<file path="src/rtl/ptt_defines.svh">
// Purpose: constants of the periodic tick timer and clock select block
// Assumes: 8-bit register port, 200 MHz system clock
// Notes: offsets are byte addresses on the register port
//
// How it works
// - tick source is rc when 0, oscillator when 1
// - tick source change restarts the tick period
// - tick source set only while oscillator up
// - oscillator down clears tick source select
// - watchdog source: rc, oscillator, or auxiliary rc
// - high select set: low bit changes ignored
// - high select clear: low change restarts watchdog
// - watchdog low select set only while oscillator up
// - oscillator down clears watchdog low select
// - stop halts counter unless pseudo-stop on oscillator
// - control always accessible; writes restart the period
// - bit 7 picks binary or decimal divider
// - binary codes 1 to 7 give 2^10..2^16
// - modulus multiplies period by field plus one
// - binary prescale zero switches timer off
// - decimal codes give 1k to 200k clocks
// - pseudo-stop enable and select bits together let tick continue on oscillator
`ifndef PTT_DEFINES_SVH
`define PTT_DEFINES_SVH

`define PTT_CLK_MHZ 200
`define PTT_ADDR_W 8
`define PTT_DATA_W 8

`define PTT_OFS_CLK_SEL 8'h09
`define PTT_OFS_RATE 8'h0b
`define PTT_OFS_INT_STAT 8'h10
`define PTT_OFS_INT_MASK 8'h11
`define PTT_OFS_STATE 8'h12

`define PTT_RATE_RESET 8'h00
`define PTT_RATE_DEC_BIT 7
`define PTT_RATE_PRE_LSB 4
`define PTT_RATE_MOD_LSB 0

`define PTT_CS_WDOG_LO_BIT 0
`define PTT_CS_TICK_SRC_BIT 1
`define PTT_CS_PSTOP_EN_BIT 3
`define PTT_CS_WDOG_HI_BIT 4
`define PTT_CS_PSTOP_SEL_BIT 6

`define PTT_INT_TICK_BIT 0

`define PTT_BIN_BASE_EXP 5'd9
`define PTT_DEC_0 18'd1000
`define PTT_DEC_1 18'd2000
`define PTT_DEC_2 18'd5000
`define PTT_DEC_3 18'd10000
`define PTT_DEC_4 18'd20000
`define PTT_DEC_5 18'd50000
`define PTT_DEC_6 18'd100000
`define PTT_DEC_7 18'd200000

`endif

</file>
<file path="src/rtl/ptt_pkg.sv">
// Purpose: types of the periodic tick timer block
// Assumes: nothing beyond the defines header
// Notes: whole module state is one packed struct
`default_nettype none
package ptt_pkg;

    typedef enum logic [1:0] {
        PTT_WD_IRC = 2'b00,
        PTT_WD_OSC = 2'b01,
        PTT_WD_AUX = 2'b10
    } ptt_wd_src_t;

    typedef struct packed {
        logic [7:0] rate;
        logic tick_sel;
        logic wd_lo;
        logic wd_hi;
        logic pstop_sel;
        logic pstop_en;
        logic [7:0] int_stat;
        logic [7:0] int_mask;
        logic [17:0] pre_cnt;
        logic [3:0] mod_cnt;
        logic [7:0] rd_data;
        logic tick;
        logic wd_restart;
    } ptt_state_t;

endpackage : ptt_pkg
`default_nettype wire

</file>
<file path="src/rtl/ptt_timer.sv">
// Purpose: periodic tick timer with clock select and watchdog source mux
// Assumes: source clocks arrive as one-cycle enables synchronous to clk_i
// Notes: register reads answer one cycle after the read strobe
//
// The plain strobed port was decided locally.
`include "ptt_defines.svh"
`default_nettype none
module ptt_timer
    import ptt_pkg::*;
(
    // clock and reset
    input wire logic clk_i,
    input wire logic reset_i,
    // register port
    input wire logic [`PTT_ADDR_W-1:0] addr_i,
    input wire logic [`PTT_DATA_W-1:0] wr_data_i,
    input wire logic wr_i,
    input wire logic rd_i,
    output logic [`PTT_DATA_W-1:0] rd_data_o,
    // source clock enables and system status
    input wire logic irc_en_i,
    input wire logic osc_en_i,
    input wire logic osc_up_flag_i,
    input wire logic stop_mode_i,
    // results
    output logic tick_o,
    output logic irq_o,
    output logic tick_src_o,
    output ptt_wd_src_t wdog_src_o,
    output logic wdog_restart_o
);

    ptt_state_t s;
    ptt_state_t next_s;

    // prescaler length minus one for a divider code
    function automatic logic [17:0] prescale_last(input logic dec, input logic [2:0] code);
        logic [17:0] len;
        len = 18'h00000;
        if (dec)
        begin
            case (code)
                3'h0: len = `PTT_DEC_0;
                3'h1: len = `PTT_DEC_1;
                3'h2: len = `PTT_DEC_2;
                3'h3: len = `PTT_DEC_3;
                3'h4: len = `PTT_DEC_4;
                3'h5: len = `PTT_DEC_5;
                3'h6: len = `PTT_DEC_6;
                3'h7: len = `PTT_DEC_7;
                default: len = `PTT_DEC_0;
            endcase
        end
        else
        begin
            len = 18'h00001 << (5'(code) + `PTT_BIN_BASE_EXP);
        end
        return len - 18'h00001;
    endfunction : prescale_last

    // register offset match
    function automatic logic addr_hit(input logic [7:0] a, input logic [7:0] ofs);
        return a == ofs;
    endfunction : addr_hit

    // watchdog source from the two select bits
    function automatic ptt_wd_src_t wdog_src_of(input logic hi, input logic lo);
        ptt_wd_src_t src;
        src = PTT_WD_IRC;
        if (hi)
        begin
            src = PTT_WD_AUX;
        end
        else if (lo)
        begin
            src = PTT_WD_OSC;
        end
        return src;
    endfunction : wdog_src_of

    // effective watchdog source change between two select states
    function automatic logic wdog_moved(input logic hi_old, input logic lo_old,
        input logic hi_new, input logic lo_new);
        return (hi_new != hi_old) || (!hi_new && !hi_old && (lo_new != lo_old));
    endfunction : wdog_moved

    logic wr_clk_sel;
    logic wr_rate;
    logic restart;
    logic timer_off;
    logic halted;
    logic src_en;
    logic [17:0] pre_last;
    logic [3:0] mod_last;
    logic [7:0] clk_sel_rd;

    always_comb
    begin
        wr_clk_sel = wr_i && addr_hit(addr_i, `PTT_OFS_CLK_SEL);
        wr_rate = wr_i && addr_hit(addr_i, `PTT_OFS_RATE);
        timer_off = !s.rate[`PTT_RATE_DEC_BIT]
            && (s.rate[`PTT_RATE_PRE_LSB +: 3] == 3'h0);
        halted = stop_mode_i && !(s.pstop_sel && s.tick_sel && s.pstop_en);
        src_en = s.tick_sel ? osc_en_i : irc_en_i;
        pre_last = prescale_last(s.rate[`PTT_RATE_DEC_BIT], s.rate[`PTT_RATE_PRE_LSB +: 3]);
        mod_last = s.rate[`PTT_RATE_MOD_LSB +: 4];
        clk_sel_rd = 8'h00;
        clk_sel_rd[`PTT_CS_WDOG_LO_BIT] = s.wd_lo;
        clk_sel_rd[`PTT_CS_TICK_SRC_BIT] = s.tick_sel;
        clk_sel_rd[`PTT_CS_PSTOP_EN_BIT] = s.pstop_en;
        clk_sel_rd[`PTT_CS_WDOG_HI_BIT] = s.wd_hi;
        clk_sel_rd[`PTT_CS_PSTOP_SEL_BIT] = s.pstop_sel;

        next_s = s;
        next_s.tick = 1'b0;
        next_s.wd_restart = 1'b0;
        next_s.rd_data = 8'h00;

        if (wr_clk_sel)
        begin
            next_s.tick_sel = wr_data_i[`PTT_CS_TICK_SRC_BIT] && osc_up_flag_i;
            next_s.wd_lo = wr_data_i[`PTT_CS_WDOG_LO_BIT] && osc_up_flag_i;
            next_s.wd_hi = wr_data_i[`PTT_CS_WDOG_HI_BIT];
            next_s.pstop_en = wr_data_i[`PTT_CS_PSTOP_EN_BIT];
            next_s.pstop_sel = wr_data_i[`PTT_CS_PSTOP_SEL_BIT];
        end
        if (!osc_up_flag_i)
        begin
            next_s.tick_sel = 1'b0;
            next_s.wd_lo = 1'b0;
        end
        if (wr_rate)
        begin
            next_s.rate = wr_data_i;
        end

        // watchdog restart on a source change that matters
        next_s.wd_restart = wdog_moved(s.wd_hi, s.wd_lo, next_s.wd_hi, next_s.wd_lo);

        restart = wr_rate || (next_s.tick_sel != s.tick_sel);
        if (restart)
        begin
            next_s.pre_cnt = 18'h00000;
            next_s.mod_cnt = 4'h0;
        end
        else if (!timer_off && !halted && src_en)
        begin
            if (s.pre_cnt >= pre_last)
            begin
                next_s.pre_cnt = 18'h00000;
                if (s.mod_cnt >= mod_last)
                begin
                    next_s.mod_cnt = 4'h0;
                    next_s.tick = 1'b1;
                end
                else
                begin
                    next_s.mod_cnt = s.mod_cnt + 4'h1;
                end
            end
            else
            begin
                next_s.pre_cnt = s.pre_cnt + 18'h00001;
            end
        end

        // sticky status, new event wins over a clear
        if (wr_i && addr_hit(addr_i, `PTT_OFS_INT_STAT))
        begin
            next_s.int_stat = s.int_stat & ~wr_data_i;
        end
        next_s.int_stat[`PTT_INT_TICK_BIT] = next_s.int_stat[`PTT_INT_TICK_BIT]
            || next_s.tick;
        next_s.int_stat[7:1] = 7'h00;
        if (wr_i && addr_hit(addr_i, `PTT_OFS_INT_MASK))
        begin
            next_s.int_mask = wr_data_i & 8'h01;
        end

        if (rd_i)
        begin
            case (addr_i)
                `PTT_OFS_CLK_SEL: next_s.rd_data = clk_sel_rd;
                `PTT_OFS_RATE: next_s.rd_data = s.rate;
                `PTT_OFS_INT_STAT: next_s.rd_data = s.int_stat;
                `PTT_OFS_INT_MASK: next_s.rd_data = s.int_mask;
                `PTT_OFS_STATE: next_s.rd_data = {4'h0, timer_off, halted, s.tick_sel,
                    osc_up_flag_i};
                default: next_s.rd_data = 8'h00;
            endcase
        end
    end

    always_ff @(posedge clk_i or posedge reset_i)
    begin
        if (reset_i)
        begin
            s <= '0;
            s.rate <= `PTT_RATE_RESET;
        end
        else
        begin
            s <= next_s;
        end
    end

    always_comb
    begin
        rd_data_o = s.rd_data;
        tick_o = s.tick;
        irq_o = |(s.int_stat & s.int_mask);
        tick_src_o = s.tick_sel;
        wdog_restart_o = s.wd_restart;
        wdog_src_o = wdog_src_of(s.wd_hi, s.wd_lo);
    end

endmodule : ptt_timer
`default_nettype wire

</file>
<file path="config.mk">
export PLATFORM = sky130hd
export DESIGN_NAME = ptt_timer
export DESIGN_NICKNAME = d
export VERILOG_FILES = /design/src/rtl/ptt_pkg.sv /design/src/rtl/ptt_timer.sv
export VERILOG_INCLUDE_DIRS = /design/src /design/src/rtl
export SDC_FILE = /design/constraint.sdc
export NUM_CORES = 1
export LEC_CHECK = 0
export BUFFER_PORTS_ARGS = -buffer_cell sky130_fd_sc_hd__buf_2
export CAP_MARGIN = 10
export CORE_MARGIN = 2
export CORE_UTILIZATION = 30
export CTS_BUF_LIST = sky130_fd_sc_hd__clkbuf_2 sky130_fd_sc_hd__clkbuf_4 sky130_fd_sc_hd__clkbuf_8
export DETAILED_ROUTE_END_ITERATION = 8
export PLACE_DENSITY = 0.57
export SLEW_MARGIN = 25
export SYNTH_ARGS = -nofsm -noshare
export SYNTH_HDL_FRONTEND = slang
export SYNTH_SLANG_ARGS = --single-unit
export TNS_END_PERCENT = 50
</file>
<file path="constraint.sdc">
create_clock -name clk_i -period 3.7 [get_ports clk_i]
set_input_delay 0.74 -clock clk_i [delete_from_list [all_inputs] [get_ports clk_i]]
set_output_delay 0.74 -clock clk_i [all_outputs]
set_load 0.005 [all_outputs]
</file>
==> impl_metrics.yaml, run 1 <==
power:
  pwr-share-comb_pct: 33.5
  power_density_nw_per_um2: 278
  switching_share_pct: 33.2
  power.leakage_nw: 2.13
  internal_power_mw: 0.901
  vdd_drop_max_uv: 154
  power_mw: 1.35
  p_seq_share_pct: 43.4
  net-switching-power_mw: 0.448
  clockPowerShare_pct: 23.1
placed_design:
  gp_congestion: 0.920
  place_area_sq_um: 4320
  numPortBuffers: 37
  dp_hpwl_um: 7150
  place_ws_ps: -200
floorplanning:
  core_sq_um: 12100
  io_pins: 38
  start_util_pct: 30.8
  placementRows: 40
  die_w_um: 115
  die-height_um: 115
  dieArea_sq_um: 13300
cells_and_area:
  diodes: 0
  syn_to_final_growth_pct: 30.8
  fillCellCount: 1219
  multiInputGateArea_sq_um: 2650
  fin_util_pct: 40.3
  nets: 552
  finalInstanceArea_sq_um: 4860
  drive_gt1_share_pct: 35.6
  seq_area_sq_um: 1180
synthesis:
  synth-seq-area-share_pct: 31.7
  synthMuxAreaShare_pct: 6.37
  synth_ff_type: "dfrtp_1"
  netlist_instances: 417
  synthAdderAreaFrac_pct: 11.5
  synth_xor_area_share_pct: 7.08
  ys_warn_count: 0
  synth.net_count: 475
  netlist_area_sq_um: 3710
  synth_top_family_by_area: "simple AND/OR/NAND/NOR gates"
  ys_types: 63
  synth_enable_flop_cells: 0
  ys_ff_latch: 47
  synth_compound_area_share_pct: 13.8
  synth.avg_cell_area_sq_um: 8.91
  async_flop_share_pct: 100
  synth-simple-area-share_pct: 24.0
detailed_routing:
  vias: 3343
  routed_wirelength_um: 9600
  drt-pass1-iter-count: 5
  routedWlPerCell_um: 14.5
  drc_errors: 0
  via_per_inst: 5.04
  drtIter0Drc: 165
  drtAntennaViolNets: 0
cts:
  cts_sinks: 47
  cts_made_buffers: 5
  path_clk_slew_ps: 90
  clockBufferDepth: 2
  cts_tree: "yes"
  cts-hold-fix-buffers: 0
  cts_max_level: 2
  clock_latency_ps: 300
  root_buffer: "clkbuf_8"
timing:
  hold_viol: 0
  fin_ws_ps: -181
  finalCriticalPeriod_ps: 3880
  max_freq_mhz: 258
  tightest_slew_ps: 810
  slew_headroom_pct: 45.6
  fin_crit_sh_pct: 105
  setup_viol: 23
  worst_clock_skew_ps: 9.75
  rsz0062_at_grt: "true"
  slew_violations: 0
setup_path:
  path_cells: "ha_4 > ha_4 > or3b_4 > nor2_4 > nand2_2 > ha_4 > o311a_4 > nand3b_1 > buf_6 > a21oi_4 > xnor2_2 > ha_1 > nand2_1 > o41ai_2 > o211ai_1 > buf_4 > buf_6 > a211o_1 > a21oi_1"
  crit_path_end_kind: "register"
  crit_type: "reg -> reg"
  r2r_slack_ps: -180
  crit_buf_inv: 3
  rr_startpoint: "s[58]"
  crit_arrival_ps: 4100
  path_max_fanout: 4
  worstPathRequired_ps: 3920
  path_common_cell: "ha_4"
  cp-start-kind: "register"
  max_stage_delay_ps: 420
  cpMaxStageDelayCell: "dfrtp_1"
  timing.rr.end: "s[10]"
  rr_worst_depth: 19
  cp_top_family: "compound AO/OA/AOI/OAI gates"
grt:
  grt_pass1_vias: 3157
  grt_antenna_before_repair: 0
  track_usage_pct: 14.7
  grt_max_degree: 48
  grt_pass1_wl_um: 15800
  overflow: 0
hold_path:
  holdPathEnd: "s[32]"
  hp-class: "reg -> reg"
  holdPathStages: 1
  hold_path_startpoint: "s[32]"
status:
  violations: "negative setup slack"
  status: "complete, but fails checks"
run:
  max-cap-violations: 0
==> worst max path at each step <==
stage,cells past startpoint,start,end
after global routing,19,s[58],s[10]
after floorplan,18,s[57],s[40]
after detailed placement,18,s[58],s[40]
after global placement,17,s[58],s[12]
after CTS,19,s[58],s[19]
final,19,s[58],s[10]
==> routing by layer <==
layer	GRT usage, %	wire length (um)	vias up
li1	-	-	1659
met1	21.3	4570	1611
met2	23.0	4660	59
met3	1.58	228	14
met4	4.98	153	0
met5	0	0	-
==> registers in the layout (all words and copies together), names as in the netlist <==
signal / flops
wdog_restart_o: 1
s: 28
rd_data_o: 8
mod_last: 4
clk_sel_rd: 4
tick_o: 1
tick_src_o: 1
==> metrics by stage <==
| stage | setup TNS [ps] | std cells | hold WS [ps] |
|---|---|---|---|
| floorplan | -168 | 417 | 479 |
| global placement | -2360 | 638 | 513 |
| detailed placement | -2580 | 638 | 519 |
| CTS | -2020 | 659 | 540 |
| global route | -5710 | 663 | 579 |
| finish | -1890 | 663 | 535 |
==> power groups by stage <==
stage / logic, mW / clock network (mW) / registers [mW]
final: 0.452 / 0.311 / 0.586
after global routing: 0.501 / 0.341 / 0.594
after CTS: 0.413 / 0.323 / 0.586
after detailed placement: 0.383 / 0 / 0.596
after global placement: 0.372 / 0 / 0.595
after floorplan: 0.255 / 0 / 0.585
==> Yosys cell counts (5+ instances only) <==
cell type / number / area (sq um)
dfrtp_1: 47 / 1180
nor2_1: 43 / 161
nand2_1: 38 / 143
ha_1: 34 / 425
inv_1: 21 / 78.8
xnor2_1: 21 / 184
a21oi_1: 16 / 80.1
nand3_1: 16 / 80.1
nand4_1: 14 / 87.6
mux2_2: 13 / 146
buf_4: 10 / 75.1
o21ai_0: 10 / 50.1
mux2i_1: 9 / 90.1
nor3_1: 9 / 45.0
xor2_1: 9 / 78.8
clkbuf_1: 8 / 30.0
nor2b_1: 8 / 50.1
a22oi_1: 7 / 52.6
and3_1: 7 / 43.8
and2_1: 6 / 37.5
nor4_1: 6 / 37.5
a32oi_1: 5 / 43.8
buf_2: 5 / 25.0
nand2b_1: 5 / 31.3
==> cell families after synthesis <==
logic type | after synthesis
adder cells (fa/ha/maj) | 34
buffers and inverters | 44
multiplexers | 22
AND/OR/NAND/NOR | 171
AO/OA/AOI/OAI | 69
XOR/XNOR | 30
flip-flops | 47
==> area by class of cell <==
cell class	count	share of cell area, %
clock inverters	2	0.258
multi-input cells	326	54.5
flip-flops and latches	47	24.2
repair buffers	93	13.5
inverters	21	1.65
well taps	168	4.33
clock buffers	6	1.57
==> repair_timing <==
item                                    in CTS  in global routing
pin swaps                                   33                 37
endpoints found under the setup margin      23                 24
setup buffers                               13                  6
gates cloned                                 1                  0
resized for setup                           27                 41
==> placed cells by master (no fill, tap or decap), types with 3 or more instances in the layout <==
cell	n
buf_6	5
clkbuf_8	5
o21ai_0	8
buf_4	49
xnor2_2	3
a21oi_2	6
a22oi_1	7
mux2_2	13
inv_1	18
xnor2_1	18
ha_1	29
mux2i_1	9
nor2_4	13
o21ai_1	3
nand3b_1	3
and2_1	6
nand2_2	6
nand3_1	14
a21oi_1	9
buf_2	37
nor4_2	3
nor3_1	7
nor2b_1	8
or3_1	3
o211ai_1	3
nor2_1	26
xor2_1	9
and3_1	7
ha_4	4
nor2_2	4
nand2b_1	5
a32oi_1	3
dfrtp_1	47
nor4_1	4
nand2_1	32
nand4_1	14
nor3_2	3
No activity file was read; power rests on OpenSTA's default activity.
==> run 2: changes to the inputs <==
--- a/config.mk
+++ b/config.mk
@@ -12,7 +12,7 @@
 export CORE_UTILIZATION = 30
 export CTS_BUF_LIST = sky130_fd_sc_hd__clkbuf_2 sky130_fd_sc_hd__clkbuf_4 sky130_fd_sc_hd__clkbuf_8
 export DETAILED_ROUTE_END_ITERATION = 8
-export PLACE_DENSITY = 0.57
+export PLACE_DENSITY = 0.55
 export SLEW_MARGIN = 25
 export SYNTH_ARGS = -nofsm -noshare
 export SYNTH_HDL_FRONTEND = slang
==> constraint.sdc (replaced) <==
create_clock -name clk_i -period 4.53 [get_ports clk_i]
set_input_delay 0.906 -clock clk_i [delete_from_list [all_inputs] [get_ports clk_i]]
set_output_delay 0.906 -clock clk_i [all_outputs]
set_load 0.005 [all_outputs]
==> run 2 against run 1 <==
  * Critical path depth shrank 1
  * Non-clock buffer count shrank 48
  * Routed wire length down 8.2%
  * Global-route usage decreased by 1.1 points
  * Clock power up 6%
  * Highest routed layer unchanged
  * The run now ends clean
  * Via count down 7.0%
  * Clock skew fell by 1.8 ps
  * Combinational power down 39%
==> impl_metrics.yaml, run 2 (synthesized netlist as in run 1, its figures left out) <==
timing:
  max_freq_mhz: 235
  finalCriticalPeriod_ps: 4250
  hold_viol: 0
  tns_ps: 0
  tightest_slew_ps: 828
  setup_viol: 0
  worst_clock_skew_ps: 7.90
  slew_headroom_pct: 44.8
  fin_crit_sh_pct: 93.8
  rsz0062_at_grt: "false"
  slew_violations: 0
  fin_ws_ps: 283
power:
  power_density_nw_per_um2: 260
  power.leakage_nw: 1.87
  vdd_drop_max_uv: 141
  internal_power_mw: 0.748
  p_seq_share_pct: 44.2
  clockPowerShare_pct: 30.4
  pwr-share-comb_pct: 25.4
  net-switching-power_mw: 0.338
  switching_share_pct: 31.2
setup_path:
  rr_worst_depth: 18
  crit_arrival_ps: 4480
  worstPathRequired_ps: 4760
  r2r_slack_ps: 280
  timing.rr.end: "s[10]"
  rr_startpoint: "s[57]"
  crit_type: "reg -> reg"
  path_max_fanout: 7
  crit_path_end_kind: "register"
  worstSetupStartpoint: "s[57]"
  cp-start-kind: "register"
grt:
  overflow: 0
  track_usage_pct: 13.7
  grt_antenna_before_repair: 0
  grt_max_degree: 48
  grt_pass1_vias: 2893
  grt_pass1_wl_um: 14500
detailed_routing:
  vias: 3108
  drc_errors: 0
  drtAntennaViolNets: 0
  via_per_inst: 5.05
  routedWlPerCell_um: 14.3
  drtIter0Drc: 150
  routed_wirelength_um: 8810
  drt-pass1-iter-count: 7
cells_and_area:
  nets: 504
  regMostFlops: "s"
  most-common-layout-cells: "dfrtp_1, nor2_1, nand2_1, buf_2, ha_1"
  drive_gt1_share_pct: 18.3
  finalInstanceArea_sq_um: 4170
  syn_to_final_growth_pct: 12.4
  diodes: 0
  final_common_cell: "dfrtp_1"
  largest_reg_flops: 28
floorplanning:
  die_w_um: 115
  dieArea_sq_um: 13300
  io_pins: 38
  start_util_pct: 30.8
  die-height_um: 115
  placementRows: 40
  core_sq_um: 12100
cts:
  root_buffer: "clkbuf_8"
  cts_max_level: 2
  cts_tree: "yes"
  path_clk_slew_ps: 90
  cts_made_buffers: 5
  cts_sinks: 47
  clockBufferDepth: 2
  clock_latency_ps: 310
hold_path:
  holdPathStages: 1
  hold_path_startpoint: "s[32]"
  holdPathEnd: "s[32]"
  hp-class: "reg -> reg"
placed_design:
  place_area_sq_um: 4030
  place_ws_ps: 228
  dp_hpwl_um: 6790
  gp_congestion: 0.885
  numPortBuffers: 37
status:
  status: "complete, no violations"
run:
  max-cap-violations: 0
run 2: cell count changes in the layout (fill, tap and decap cells not counted), sizes merged:
cell / previous run / this run
buf: 93 / 45
bufinv: 0 / 1
clkinvlp: 1 / 0
run 2: repair_timing:
item                                    in CTS  in global routing
buffers inserted                             0                  1
endpoints found under the setup margin       0                 22
gates resized for setup                      0                  5
hold buffers                                 0                  0
run 2: power by group through the flow:
stage	registers [mW]	clock network (mW)	logic (mW)
after floorplan	0.478	0	0.205
after global placement	0.487	0	0.267
after detailed placement	0.488	0	0.270
after CTS	0.480	0.334	0.272
after global routing	0.486	0.358	0.315
final	0.480	0.330	0.276
run 2: critical path, cell delays in order, from the launching register on:
cell	delay (ps)
dfrtp_1	390
ha_1	230
ha_1	390
or3b_4	440
nor2_2	160
nand2_1	100
ha_1	230
o311a_1	140
nand3b_1	140
nor2_2	80
nand2_1	100
xnor2_1	70
ha_1	340
nand4_1	100
o41ai_1	340
o211ai_1	280
buf_4	240
a211o_1	290
a21oi_1	120
run 2: how the worst max path moves through the flow:
stage | to | cells past startpoint
after detailed placement | s[40] | 18
after global placement | s[40] | 18
final | s[10] | 18
after floorplan | s[16] | 19
after CTS | s[40] | 18
after global routing | s[31] | 16
run 2: final cells by class:
cell class | instances | area [sq um]
well taps | 168 | 210
inverters | 21 | 80.1
fillers | 1251 | 7890
clock inverters | 2 | 35.0
repair buffers | 45 | 245
clock buffers | 6 | 82.6
multi-input cells | 326 | 2340
flip-flops and latches | 47 | 1180
run 2: metrics by stage:
stage	instances	hold WS (ps)	utilization, %	total power, mW
detailed placement	606	520	33.4	0.758
floorplan	417	479	-	0.683
global placement	606	513	33.4	0.754
global route	615	575	34.6	1.16
CTS	614	544	34.4	1.09
finish	615	541	34.6	1.09
run 2: metal layers:
layer  vias to the layer above  global-route usage, %  share of wire (%)
li1                       1553                      -                  -
met4                         0                   4.10                1.5
met2                        44                   21.9                 48
met3                        12                   2.11                2.4
met1                      1499                   19.0                 48
met5                         -                      0                  0
==> run 3: changes to the inputs <==
--- a/config.mk
+++ b/config.mk
@@ -9,10 +9,11 @@
 export BUFFER_PORTS_ARGS = -buffer_cell sky130_fd_sc_hd__buf_2
 export CAP_MARGIN = 10
 export CORE_MARGIN = 2
-export CORE_UTILIZATION = 30
+export CORE_UTILIZATION = 55
 export CTS_BUF_LIST = sky130_fd_sc_hd__clkbuf_2 sky130_fd_sc_hd__clkbuf_4 sky130_fd_sc_hd__clkbuf_8
 export DETAILED_ROUTE_END_ITERATION = 8
-export PLACE_DENSITY = 0.55
+export PLACE_DENSITY = 0.84
+export RECOVER_POWER = 50
 export SLEW_MARGIN = 25
 export SYNTH_ARGS = -nofsm -noshare
 export SYNTH_HDL_FRONTEND = slang
==> run 3 against run 2 <==
  * The flow now finishes with violations (max-capacitance violations, max-slew violations)
  * Sequential power is essentially flat
  * Routed wire length decreased by 4.3%
  * Utilization rose by 29 points
  * Total power shrank 0.59%
  * Sequential share of layout area up 0.78 points
  * Maximum frequency decreased by 0.17%
  * Clock-buffer cell count decreased by 1
  * Register-to-register slack is essentially flat
  * Global-route usage increased by 9.8 points
  * Flip-flop and latch count stayed put
  * Cell count shrank 15%
  * Clock skew down 5.0 ps
  * Largest cell class unchanged
==> impl_metrics.yaml, run 3 (synthesized netlist as in run 1, its figures left out) <==
cells_and_area:
  diodes: 0
  multiInputGateArea_sq_um: 2340
  most-common-layout-cells: "dfrtp_1, nor2_1, nand2_1, ha_1, buf_2"
  nets: 505
  drive_gt1_share_pct: 17.4
  regMostFlops: "s"
  finalInstanceArea_sq_um: 4060
  fillCellCount: 526
  largest_reg_flops: 28
  final_common_cell: "dfrtp_1"
  seq_area_sq_um: 1180
  syn_to_final_growth_pct: 9.33
  fin_util_pct: 63.2
setup_path:
  cp-start-kind: "register"
  crit_type: "reg -> reg"
  max_stage_delay_ps: 740
  crit_path_end_kind: "register"
  rr_startpoint: "s[57]"
  cpMaxStageDelayCell: "nor3_1"
  worstSetupStartpoint: "s[57]"
  worstPathRequired_ps: 4740
  cp_top_family: "simple AND/OR/NAND/NOR gates"
  path_common_cell: "ha_1"
  path_max_fanout: 7
  crit_arrival_ps: 4460
  crit_buf_inv: 0
  path_cells: "ha_1 > ha_1 > nor3_1 > a32oi_2 > nand4_1 > nor2_1 > nand3_1 > xnor2_1 > ha_1 > a21oi_1 > o21ai_0 > a221o_1 > nand2_1 > nand2_1 > a32o_1"
cts:
  cts_made_buffers: 5
  cts_tree: "yes"
  path_clk_slew_ps: 90
  cts_sinks: 47
  root_buffer: "clkbuf_8"
  cts-hold-fix-buffers: 0
  clockBufferDepth: 2
  cts_max_level: 2
  clock_latency_ps: 310
timing:
  max_freq_mhz: 235
  finalCriticalPeriod_ps: 4250
  setup_viol: 0
  tightest_slew_ps: 2050
  slew_violations: 48
  rsz0062_at_grt: "false"
  fin_crit_sh_pct: 93.9
  tns_ps: 0
  hold_viol: 0
  slew_headroom_pct: -37.6
  worst_clock_skew_ps: 2.94
detailed_routing:
  routedWlPerCell_um: 16.1
  drtAntennaViolNets: 0
  drtIter0Drc: 241
  via_per_inst: 6.18
  drt-pass1-iter-count: 5
  vias: 3246
  routed_wirelength_um: 8440
  drc_errors: 0
grt:
  track_usage_pct: 23.5
  overflow: 0
  grt_pass1_wl_um: 14000
  grt_pass1_vias: 3020
  grt_antenna_before_repair: 0
  grt_max_degree: 48
floorplanning:
  dieArea_sq_um: 7430
  die_w_um: 86.2
  io_pins: 38
  die-height_um: 86.2
  placementRows: 29
  core_sq_um: 6420
  start_util_pct: 57.8
hold_path:
  hp-class: "reg -> reg"
  hold_path_startpoint: "mod_last[1]"
power:
  power_density_nw_per_um2: 266
  power.leakage_nw: 1.85
  vdd_drop_max_uv: 149
placed_design:
  dp_hpwl_um: 6300
  gp_congestion: 0.941
  numPortBuffers: 37
  place_area_sq_um: 3920
run:
  max-cap-violations: 1
status:
  violations: "max-capacitance violations, max-slew violations"
  status: "complete, but fails checks"
## run 3: cell types whose count changed in the layout (fill, tap and decap cells not counted), sizes merged
cell / change
buf: -2
clkbuf: +2
clkinv: -2
clkinvlp: +2
inv: +1
## run 3: routing by layer
| metal | global-route usage, % | wire length, um | vias up |
|---|---|---|---|
| li1 | - | - | 1558 |
| met1 | 32.7 | 3790 | 1571 |
| met2 | 38.5 | 4130 | 104 |
| met3 | 3.90 | 421 | 13 |
| met4 | 5.68 | 98 | 0 |
| met5 | 0 | 0 | - |
## run 3: worst paths after layout
check                              end  cells past startpoint  slack (ps)
min in group asynchronous  mod_last[2]                      2        1090
min reg2reg                mod_last[1]                      1         550
min                        mod_last[1]                      1         550
max in group asynchronous        s[25]                      2        2510
max reg2reg                      s[40]                     15         280
max                              s[40]                     15         280
## run 3: final cells by class
class | count | share of cell area [%]
flip-flops and latches | 47 | 29.0
well taps | 77 | 2.37
inverters | 21 | 1.97
multi-input cells | 326 | 57.7
repair buffers | 46 | 6.13
clock buffers | 5 | 1.69
clock inverters | 3 | 1.14
## run 3: timing repair
action                                  CTS  global route
endpoints found under the setup margin    0            15
gates resized for setup                   0             3
buffers inserted                          0             2
endpoints found under the hold margin     0             0
## run 3: worst reg2reg max path, cell delays in order, from the launching register on
cell and delay (ps):
dfrtp_1 390, ha_1 220, ha_1 360, nor3_1 740, a32oi_2 290, nand4_1 170, nor2_1 120, nand3_1 140
xnor2_1 140, ha_1 270, a21oi_1 140, o21ai_0 100, a221o_1 400, nand2_1 190, nand2_1 170, a32o_1 310
## run 3: report_power, final
group	internal [mW]	total (mW)	switching, mW
clock	0.166	0.325	0.158
sequential	0.448	0.480	0.0322
combinational	0.118	0.275	0.156
## run 3: stage by stage
| step | total power [mW] | setup WS, ps | cells | hold WS [ps] |
|---|---|---|---|---|
| 5_1_grt | 1.14 | 2.77 | 525 | 571 |
| 3_3_place_gp | 0.743 | 402 | 515 | 515 |
| 6_report | 1.08 | 275 | 525 | 547 |
| 3_5_place_dp | 0.756 | 258 | 515 | 526 |
| 2_1_floorplan | 0.683 | 589 | 417 | 479 |
| 4_1_cts | 1.08 | 234 | 523 | 549 |
